==> src/gpp_pkg.sv <==
// package of register map, widths and carriers for the general-purpose port block
package gpp_pkg;
  localparam int AW = 8;
  localparam int DW = 32;
  localparam int PW = 8;
  localparam int CW = 7;
  // register indices; one 32-bit word per register, so the byte address is four times the index
  localparam int            IDX_B_DATA    = 1;
  localparam int            IDX_C_DATA    = 2;
  localparam int            IDX_B_DIR     = 5;
  localparam int            IDX_A_PULLUP  = 13;
  localparam int            IDX_C_DIR     = 16;
  localparam int            IDX_C_PULLUP  = 17;
  localparam int            IDX_ADC_SEL   = 18;
  localparam logic [AW-1:0] OFS_B_DATA    = AW'(IDX_B_DATA * 4);
  localparam logic [AW-1:0] OFS_C_DATA    = AW'(IDX_C_DATA * 4);
  localparam logic [AW-1:0] OFS_B_DIR     = AW'(IDX_B_DIR * 4);
  localparam logic [AW-1:0] OFS_A_PULLUP  = AW'(IDX_A_PULLUP * 4);
  localparam logic [AW-1:0] OFS_C_DIR     = AW'(IDX_C_DIR * 4);
  localparam logic [AW-1:0] OFS_C_PULLUP  = AW'(IDX_C_PULLUP * 4);
  localparam logic [AW-1:0] OFS_ADC_SEL   = AW'(IDX_ADC_SEL * 4);
  localparam logic [PW-1:0] RST_DIR       = 8'h00;
  localparam logic [PW-1:0] RST_PULLUP    = 8'h00;
  localparam logic [4:0]    RST_ADC_SEL   = 5'h1F;
  localparam logic [4:0]    ADC_NONE      = 5'h1F;
  localparam logic [1:0]    RESP_OKAY     = 2'h0;
  localparam logic [1:0]    RESP_SLVERR   = 2'h2;
  // analog channel select: enable plus 3-bit pin index
  typedef struct packed {
    logic       en;
    logic [2:0] pin;
  } gpp_adc_sel_t;
  typedef struct packed {
    logic [PW-1:0] out;
    logic [PW-1:0] oe;
    logic [PW-1:0] pu;
  } gpp_pins_t;
endpackage

==> src/gpp_top.sv <==
// general-purpose port block: ports a (pullups), b and c with AXI4-Lite registers
`timescale 1ns/1ps
// What this block does and what it expects of software
// RL1: port a pullup bits enable pullups, reset 0
// RL2: port a pullup only while pin input
// RL3: output direction forces pullup off, input restores
// RL4: port b data latch, not reset
// RL5: port b direction 1 drives pin
// RL6: reset clears port b direction
// RL7: port b read: latch if output, else pin
// RL8: data writes always update latch; the code updates it only when S_AXI_WSTRB bit 0 is set
// RL9: analog select forces port b pin input
// RL10: software loads latch before setting output
// RL11: port c seven pins, latch kept through reset
// RL12: port c direction drives pin, reset clears
// RL13: port c read: latch if output, else pin
// RL14: port c pullups only on input pins
// RL15: single-access registers, pins sampled on clock
module gpp_top
  import gpp_pkg::*;
(
  input  wire logic                  SYS_CLK,
  input  wire logic                  RST,
  input  wire logic [gpp_pkg::AW-1:0] S_AXI_AWADDR,
  input  wire logic                  S_AXI_AWVALID,
  output logic                       S_AXI_AWREADY,
  input  wire logic [gpp_pkg::DW-1:0] S_AXI_WDATA,
  input  wire logic [3:0]            S_AXI_WSTRB,
  input  wire logic                  S_AXI_WVALID,
  output logic                       S_AXI_WREADY,
  output logic [1:0]                 S_AXI_BRESP,
  output logic                       S_AXI_BVALID,
  input  wire logic                  S_AXI_BREADY,
  input  wire logic [gpp_pkg::AW-1:0] S_AXI_ARADDR,
  input  wire logic                  S_AXI_ARVALID,
  output logic                       S_AXI_ARREADY,
  output logic [gpp_pkg::DW-1:0]     S_AXI_RDATA,
  output logic [1:0]                 S_AXI_RRESP,
  output logic                       S_AXI_RVALID,
  input  wire logic                  S_AXI_RREADY,
  input  wire logic [gpp_pkg::PW-1:0] PORT_A_PIN_IN,
  output logic [gpp_pkg::PW-1:0]     PORT_A_PULLUP_ON,
  input  wire logic [gpp_pkg::PW-1:0] PORT_A_DIRECTION,
  input  wire logic [gpp_pkg::PW-1:0] PORT_B_PIN_IN,
  output logic [gpp_pkg::PW-1:0]     PORT_B_PIN_OUT,
  output logic [gpp_pkg::PW-1:0]     PORT_B_PIN_OE,
  output logic [gpp_pkg::PW-1:0]     ANALOG_CHANNEL_PINS,
  input  wire logic [gpp_pkg::CW-1:0] PORT_C_PIN_IN,
  output logic [gpp_pkg::CW-1:0]     PORT_C_PIN_OUT,
  output logic [gpp_pkg::CW-1:0]     PORT_C_PIN_OE,
  output logic [gpp_pkg::CW-1:0]     PORT_C_PULLUP_ON
);
  import gpp_pkg::*;

  logic [PW-1:0] port_a_pullup_enable;
  logic [PW-1:0] port_b_data_latch;
  logic [PW-1:0] port_b_direction;
  logic [CW-1:0] port_c_data_latch;
  logic [CW-1:0] port_c_direction;
  logic [CW-1:0] port_c_pullup_enable;
  logic [4:0]    adc_sel;
  logic [PW-1:0] b_pin_q;
  logic [CW-1:0] c_pin_q;
  logic [PW-1:0] analog_mask;

  logic [AW-1:0] aw_addr;
  logic          aw_have;
  logic [DW-1:0] w_data;
  logic [3:0]    w_strb;
  logic          w_have;
  logic          wr_go;
  logic          rd_go;
  logic [DW-1:0] next_rdata;
  logic [1:0]    next_rresp;
  logic          wr_hit;

  // pins sampled once per clock for readback
  always_ff @(posedge SYS_CLK) begin
    b_pin_q <= PORT_B_PIN_IN; // RL15
    c_pin_q <= PORT_C_PIN_IN; // RL15
  end

  // analog select: values >= 8 mean no pin taken; bits 4 and 3 clear plus index picks a pin
  always_comb begin
    analog_mask = '0;
    if (adc_sel[4:3] == 2'h0) begin
      analog_mask[adc_sel[2:0]] = 1'b1; // RL9
    end
  end

  // address and data may arrive in either order; each is held until both are present
  assign wr_go = aw_have && w_have && !S_AXI_BVALID;
  assign rd_go = S_AXI_ARVALID && S_AXI_ARREADY;

  always_ff @(posedge SYS_CLK) begin
    if (RST) begin
      aw_have       <= 1'b0;
      aw_addr       <= '0;
      S_AXI_AWREADY <= 1'b0;
    end else if (wr_go) begin
      aw_have       <= 1'b0;
      S_AXI_AWREADY <= 1'b0;
    end else if (S_AXI_AWVALID && S_AXI_AWREADY) begin
      aw_have       <= 1'b1;
      aw_addr       <= S_AXI_AWADDR;
      S_AXI_AWREADY <= 1'b0;
    end else begin
      S_AXI_AWREADY <= !aw_have && !S_AXI_BVALID;
    end
  end

  always_ff @(posedge SYS_CLK) begin
    if (RST) begin
      w_have       <= 1'b0;
      w_data       <= '0;
      w_strb       <= '0;
      S_AXI_WREADY <= 1'b0;
    end else if (wr_go) begin
      w_have       <= 1'b0;
      S_AXI_WREADY <= 1'b0;
    end else if (S_AXI_WVALID && S_AXI_WREADY) begin
      w_have       <= 1'b1;
      w_data       <= S_AXI_WDATA;
      w_strb       <= S_AXI_WSTRB;
      S_AXI_WREADY <= 1'b0;
    end else begin
      S_AXI_WREADY <= !w_have && !S_AXI_BVALID;
    end
  end

  always_comb begin
    wr_hit = (aw_addr == OFS_B_DATA) || (aw_addr == OFS_C_DATA) || (aw_addr == OFS_B_DIR) ||
             (aw_addr == OFS_A_PULLUP) || (aw_addr == OFS_C_DIR) || (aw_addr == OFS_C_PULLUP) ||
             (aw_addr == OFS_ADC_SEL);
  end

  always_ff @(posedge SYS_CLK) begin
    if (RST) begin
      S_AXI_BVALID <= 1'b0;
      S_AXI_BRESP  <= RESP_OKAY;
    end else if (wr_go) begin
      S_AXI_BVALID <= 1'b1; // RL15
      S_AXI_BRESP  <= wr_hit ? RESP_OKAY : RESP_SLVERR;
    end else if (S_AXI_BREADY) begin
      S_AXI_BVALID <= 1'b0;
    end
  end

  // data latches have no reset term: their contents survive reset
  always_ff @(posedge SYS_CLK) begin
    if (wr_go && w_strb[0]) begin
      if (aw_addr == OFS_B_DATA) begin
        port_b_data_latch <= w_data[PW-1:0]; // RL4 RL8
      end else if (aw_addr == OFS_C_DATA) begin
        port_c_data_latch <= w_data[CW-1:0]; // RL11 RL8
      end
    end
  end

  always_ff @(posedge SYS_CLK) begin
    if (RST) begin
      port_b_direction     <= RST_DIR; // RL6
      port_c_direction     <= RST_DIR[CW-1:0]; // RL12
      port_a_pullup_enable <= RST_PULLUP; // RL1
      port_c_pullup_enable <= RST_PULLUP[CW-1:0];
      adc_sel              <= RST_ADC_SEL;
    end else if (wr_go && w_strb[0]) begin
      if (aw_addr == OFS_B_DIR) begin
        port_b_direction <= w_data[PW-1:0]; // RL5
      end else if (aw_addr == OFS_C_DIR) begin
        port_c_direction <= w_data[CW-1:0]; // RL12
      end else if (aw_addr == OFS_A_PULLUP) begin
        port_a_pullup_enable <= w_data[PW-1:0]; // RL1
      end else if (aw_addr == OFS_C_PULLUP) begin
        port_c_pullup_enable <= w_data[CW-1:0]; // RL14
      end else if (aw_addr == OFS_ADC_SEL) begin
        adc_sel <= w_data[4:0];
      end
    end
  end

  // read mux; analog pins read as inputs since the buffer is forced off
  always_comb begin
    next_rdata = '0;
    next_rresp = RESP_OKAY;
    if (S_AXI_ARADDR == OFS_B_DATA) begin
      next_rdata[PW-1:0] = (port_b_direction & ~analog_mask & port_b_data_latch) |
                           (~(port_b_direction & ~analog_mask) & b_pin_q); // RL7
    end else if (S_AXI_ARADDR == OFS_C_DATA) begin
      next_rdata[CW-1:0] = (port_c_direction & port_c_data_latch) | (~port_c_direction & c_pin_q); // RL13
    end else if (S_AXI_ARADDR == OFS_B_DIR) begin
      next_rdata[PW-1:0] = port_b_direction;
    end else if (S_AXI_ARADDR == OFS_A_PULLUP) begin
      next_rdata[PW-1:0] = port_a_pullup_enable;
    end else if (S_AXI_ARADDR == OFS_C_DIR) begin
      next_rdata[CW-1:0] = port_c_direction;
    end else if (S_AXI_ARADDR == OFS_C_PULLUP) begin
      next_rdata[CW-1:0] = port_c_pullup_enable;
    end else if (S_AXI_ARADDR == OFS_ADC_SEL) begin
      next_rdata[4:0] = adc_sel;
    end else begin
      next_rresp = RESP_SLVERR;
    end
  end

  always_ff @(posedge SYS_CLK) begin
    if (RST) begin
      S_AXI_ARREADY <= 1'b0;
      S_AXI_RVALID  <= 1'b0;
      S_AXI_RDATA   <= '0;
      S_AXI_RRESP   <= RESP_OKAY;
    end else if (rd_go) begin
      S_AXI_ARREADY <= 1'b0;
      S_AXI_RVALID  <= 1'b1; // RL15
      S_AXI_RDATA   <= next_rdata;
      S_AXI_RRESP   <= next_rresp;
    end else if (S_AXI_RVALID) begin
      S_AXI_ARREADY <= 1'b0;
      if (S_AXI_RREADY) begin
        S_AXI_RVALID <= 1'b0;
      end
    end else begin
      S_AXI_ARREADY <= 1'b1;
    end
  end

  // pin drive outputs registered; glitch-free turn-on relies on software loading the latch first
  always_ff @(posedge SYS_CLK) begin
    if (RST) begin
      PORT_B_PIN_OE       <= '0;
      PORT_B_PIN_OUT      <= '0;
      PORT_C_PIN_OE       <= '0;
      PORT_C_PIN_OUT      <= '0;
      PORT_A_PULLUP_ON    <= '0;
      PORT_C_PULLUP_ON    <= '0;
      ANALOG_CHANNEL_PINS <= '0;
    end else begin
      PORT_B_PIN_OE       <= port_b_direction & ~analog_mask; // RL5 RL9 RL10
      PORT_B_PIN_OUT      <= port_b_data_latch & ~analog_mask; // RL9
      ANALOG_CHANNEL_PINS <= analog_mask; // RL9
      PORT_C_PIN_OE       <= port_c_direction; // RL12
      PORT_C_PIN_OUT      <= port_c_data_latch; // RL11
      PORT_A_PULLUP_ON    <= port_a_pullup_enable & ~PORT_A_DIRECTION; // RL2 RL3
      PORT_C_PULLUP_ON    <= port_c_pullup_enable & ~port_c_direction; // RL14
    end
  end
endmodule

==> config.mk <==
export PLATFORM = sky130hd
export DESIGN_NAME = gpp_top
export DESIGN_NICKNAME = d
export VERILOG_FILES = /design/src/gpp_pkg.sv /design/src/gpp_top.sv
export SDC_FILE = /design/constraint.sdc
export NUM_CORES = 1
export LEC_CHECK = 0
export ABC_CLOCK_PERIOD_IN_PS = 3000
export BUFFER_PORTS_ARGS = -buffer_cell sky130_fd_sc_hd__buf_2
export CAP_MARGIN = 20
export CORE_UTILIZATION = 40
export CTS_BUF_LIST = sky130_fd_sc_hd__clkbuf_4 sky130_fd_sc_hd__clkbuf_8
export DETAILED_ROUTE_END_ITERATION = 16
export PLACE_DENSITY = 0.65
export SETUP_SLACK_MARGIN = 0.02
export SYNTH_ARGS = -nofsm -noshare
export SYNTH_HDL_FRONTEND = slang
export SYNTH_SLANG_ARGS = --single-unit
==> constraint.sdc <==
create_clock -name SYS_CLK -period 3 [get_ports SYS_CLK]
set_input_delay 0.15 -clock SYS_CLK [delete_from_list [all_inputs] [get_ports SYS_CLK]]
set_output_delay 0.15 -clock SYS_CLK [all_outputs]
set_load 0.005 [all_outputs]
==> out/metrics.csv <==
stage;metric;value;unit
pwr;switching_power;930;uW
clock_tree;cts_buffers;17;
placed_design;port_buffers;122;
placed_design;globalplace.congestion;0.832;
clock_tree;cts-root-buf;clkbuf_8;
pwr;combPwrFrac;7.1;%
cells_and_area;fin_area;7280;um2
yosys;netlist.area_leader.share;47.0;%
yosys;synth_top_area_cell;dfxtp_1;
status;run_status;finished clean;
die;core;14000;um2
timing;maxSlewHeadroom;52.0;%
drt;routed_via_density;5.01;
global_route;grt.total_usage;20.2;%
die;start_util;41.5;%
placed_design;dp_slack;0.914;ns
yosys;yosysWarnings;0;
critical_path;path_max_fanout;8;
yosys;syn_area;5830;um2
timing;tightest_slew;0.721;ns
die;die_h;123;um
placed_design;dp_hpwl;10.1;mm
global_route;grt_antenna_before_repair;0;
critical_path;path_class;register to register;
pwr;leakagePower;2.94;nW
timing;worst_slack;0.897;ns
yosys;synth_common_cells;dfxtp_1 (137), nor2_1 (67), mux2i_1 (45);
yosys;ys_ff_latch;152;
pwr;power_per_cell_area;517;nW/um2
clock_tree;cts_sinks;152;
pwr;seqPwrFrac;56.5;%
critical_path;critPathBufInv;0;
cells_and_area;antenna_cells;0;
timing;final.period_utilization;70.1;%
clock_tree;cts_buffer_depth;2;
pwr;clockPowerShare;36.4;%
yosys;synth.area.top_cells;dfxtp_1 (47%), edfxtp_1 (7.7%), mux2i_1 (7.7%);
die;io-pin-count;184;
global_route;grt_overflow;0;
critical_path;worstPathArrival;2.44;ns
pwr;p_sw_share;24.7;%
timing;fin_crit;2.10;ns
global_route;grt_pass1_vias;4447;
global_route;grt_max_degree;70;
critical_path;cp-start-kind;register;
timing;hold_violations;0;
timing;rsz0062_at_grt;no;
drt;detail_route.wl_per_cell;15.8;um
clock_tree;cts_max_level;4;
critical_path;end_kind;register;
drt;drt_first_iter_violations;241;
placed_design;placed_cell_area;6500;um2
timing;setup_tns;0;ns
pwr;p_int;2.84;mW
drt;ant_nets;0;
clock_tree;postCtsSetupBuffers;0;
yosys;synthDistinctLibCells;54;
min_path;hold_path_class;primary input to register;
yosys;syn_avg_cell_area;10.5;um2
critical_path;slowest_delay;0.63;ns
timing;finalSetupViolCount;0;
clock_tree;clock_latency;0.45;ns
yosys;synth-seq-area-share;54.7;%
critical_path;required;3.33;ns
yosys;async_flop_share;0;%
critical_path;slowest_stage;nor4_4;
timing;maxSlewViolCount;0;
cells_and_area;area_delta_synth_final;24.9;%
die;rows;43;
timing;hold-worst-slack;0.111;ns
timing;finalClockSkew;0.0113;ns
yosys;synth_edf_count;15;
cells_and_area;fin_nets;807;
drt;drt_wl_total;14.4;mm
drt;dr.pass1.iters;6;
yosys;yosysMostFrequentCell;dfxtp_1;
die;dieArea;15100;um2
timing;fmax;475;MHz
yosys;syn_inst;555;
run;maxCapViolCount;0;
die;dieWidth;123;um
drt;drc;0;
cells_and_area;drive_gt1_share;26.2;%
clock_tree;cts_tree;done;
critical_path;crit_chain;and3b_1 > nand4b_4 > nor4_4 > mux2i_1 > nor2_1;
clock_tree;clkTransAtPathRegs;0.08;ns
pwr;ir_worst_vdd;0.000370;V
drt;vias;4560;
critical_path;cp_top_family;simple AND/OR/NAND/NOR gates;
yosys;dominantRegCellSynth;dfxtp_1;
global_route;grt_first_pass_wirelength;22.6;mm
## power by group through the flow
stage          sequential [mW]  combinational [mW]  clock (mW)
2_1_floorplan             2.16               0.162           0
3_3_place_gp              2.18               0.216           0
3_5_place_dp              2.18               0.222           0
4_1_cts                   2.13               0.267        1.41
5_1_grt                   2.13               0.297        1.50
6_report                  2.13               0.266        1.37
## logic make-up after synthesis
group           count (synthesis)  synth area share, %
simple gates                  200                 19.8
flops                         152                 54.7
compound gates                 77                 8.49
buf+inv                        64                 6.05
mux                            61                 10.8
other cells                     1               0.0643
## cells in the final DEF, fill, tap and decap left out, types with 3 or more instances in the layout
master,count
edfxtp_1,15
nand2_1,25
a21oi_1,23
clkinv_2,6
nor2_1,67
clkinvlp_4,3
clkbuf_8,19
nor3_1,13
buf_4,8
mux2i_1,45
buf_2,121
nand3b_1,4
mux2_2,16
nor4_1,6
nand3_1,3
a311oi_1,4
inv_1,9
conb_1,26
dlygate4sd3_1,44
and2_1,4
nor4_4,4
o21ai_0,20
o31ai_1,3
nor3b_1,30
o21bai_1,3
dfxtp_1,137
nand2b_1,11
nor2b_1,19
## worst register-to-register path, cell delays in order, from the launching register on
cell,delay [ns]
dfxtp_1,0.35
and3b_1,0.46
nand4b_4,0.21
nor4_4,0.63
mux2i_1,0.28
nor2_1,0.06
## layer usage
| metal | vias to the layer above | wire length [um] | GRT usage [%] |
|---|---|---|---|
| li1 | 2223 | - | - |
| met3 | 13 | 885 | 5.72 |
| met2 | 146 | 7130 | 33.6 |
| met5 | - | 0 | 0 |
| met4 | 0 | 141 | 7.24 |
| met1 | 2178 | 6260 | 24.9 |
## cell type report
cell class	instances	area, um2
clock inverter	12	76.3
timing repair buffer	173	1110
inverter	9	33.8
clock buffer	20	269
multi-input combinational	364	2380
tap	180	225
fill	1315	6760
sequential	152	3190
## timing repair
action	CTS	global route
endpoints found under the setup margin	0	0
hold buffers	44	0
gates resized for setup	0	0
hold endpoints to repair	44	0
## final timing paths
kind | startpoint | to | slack [ns] | cells after the start
max | S_AXI_BVALID$_SDFFE_PP0P_ | port_a_pullup_enable[6]$_SDFFE_PP0P_ | 0.90 | 5
min | S_AXI_ARADDR[3] | S_AXI_RRESP[1]$_SDFFE_PP0P_ | 0.11 | 3
max reg2reg | S_AXI_BVALID$_SDFFE_PP0P_ | port_a_pullup_enable[6]$_SDFFE_PP0P_ | 0.90 | 5
min reg2reg | port_c_pullup_enable[4]$_SDFFE_PP0P_ | PORT_C_PULLUP_ON[4]$_SDFF_PP0_ | 0.47 | 2
## through the flow
stage | power, mW | std cells | util (%)
2_1_floorplan | 2.32 | 580 | -
3_3_place_gp | 2.39 | 834 | 46.3
3_5_place_dp | 2.40 | 834 | 46.3
4_1_cts | 3.81 | 910 | 51.9
5_1_grt | 3.93 | 910 | 51.9
6_report | 3.77 | 910 | 51.9
Power figures use the tool's default switching activity.
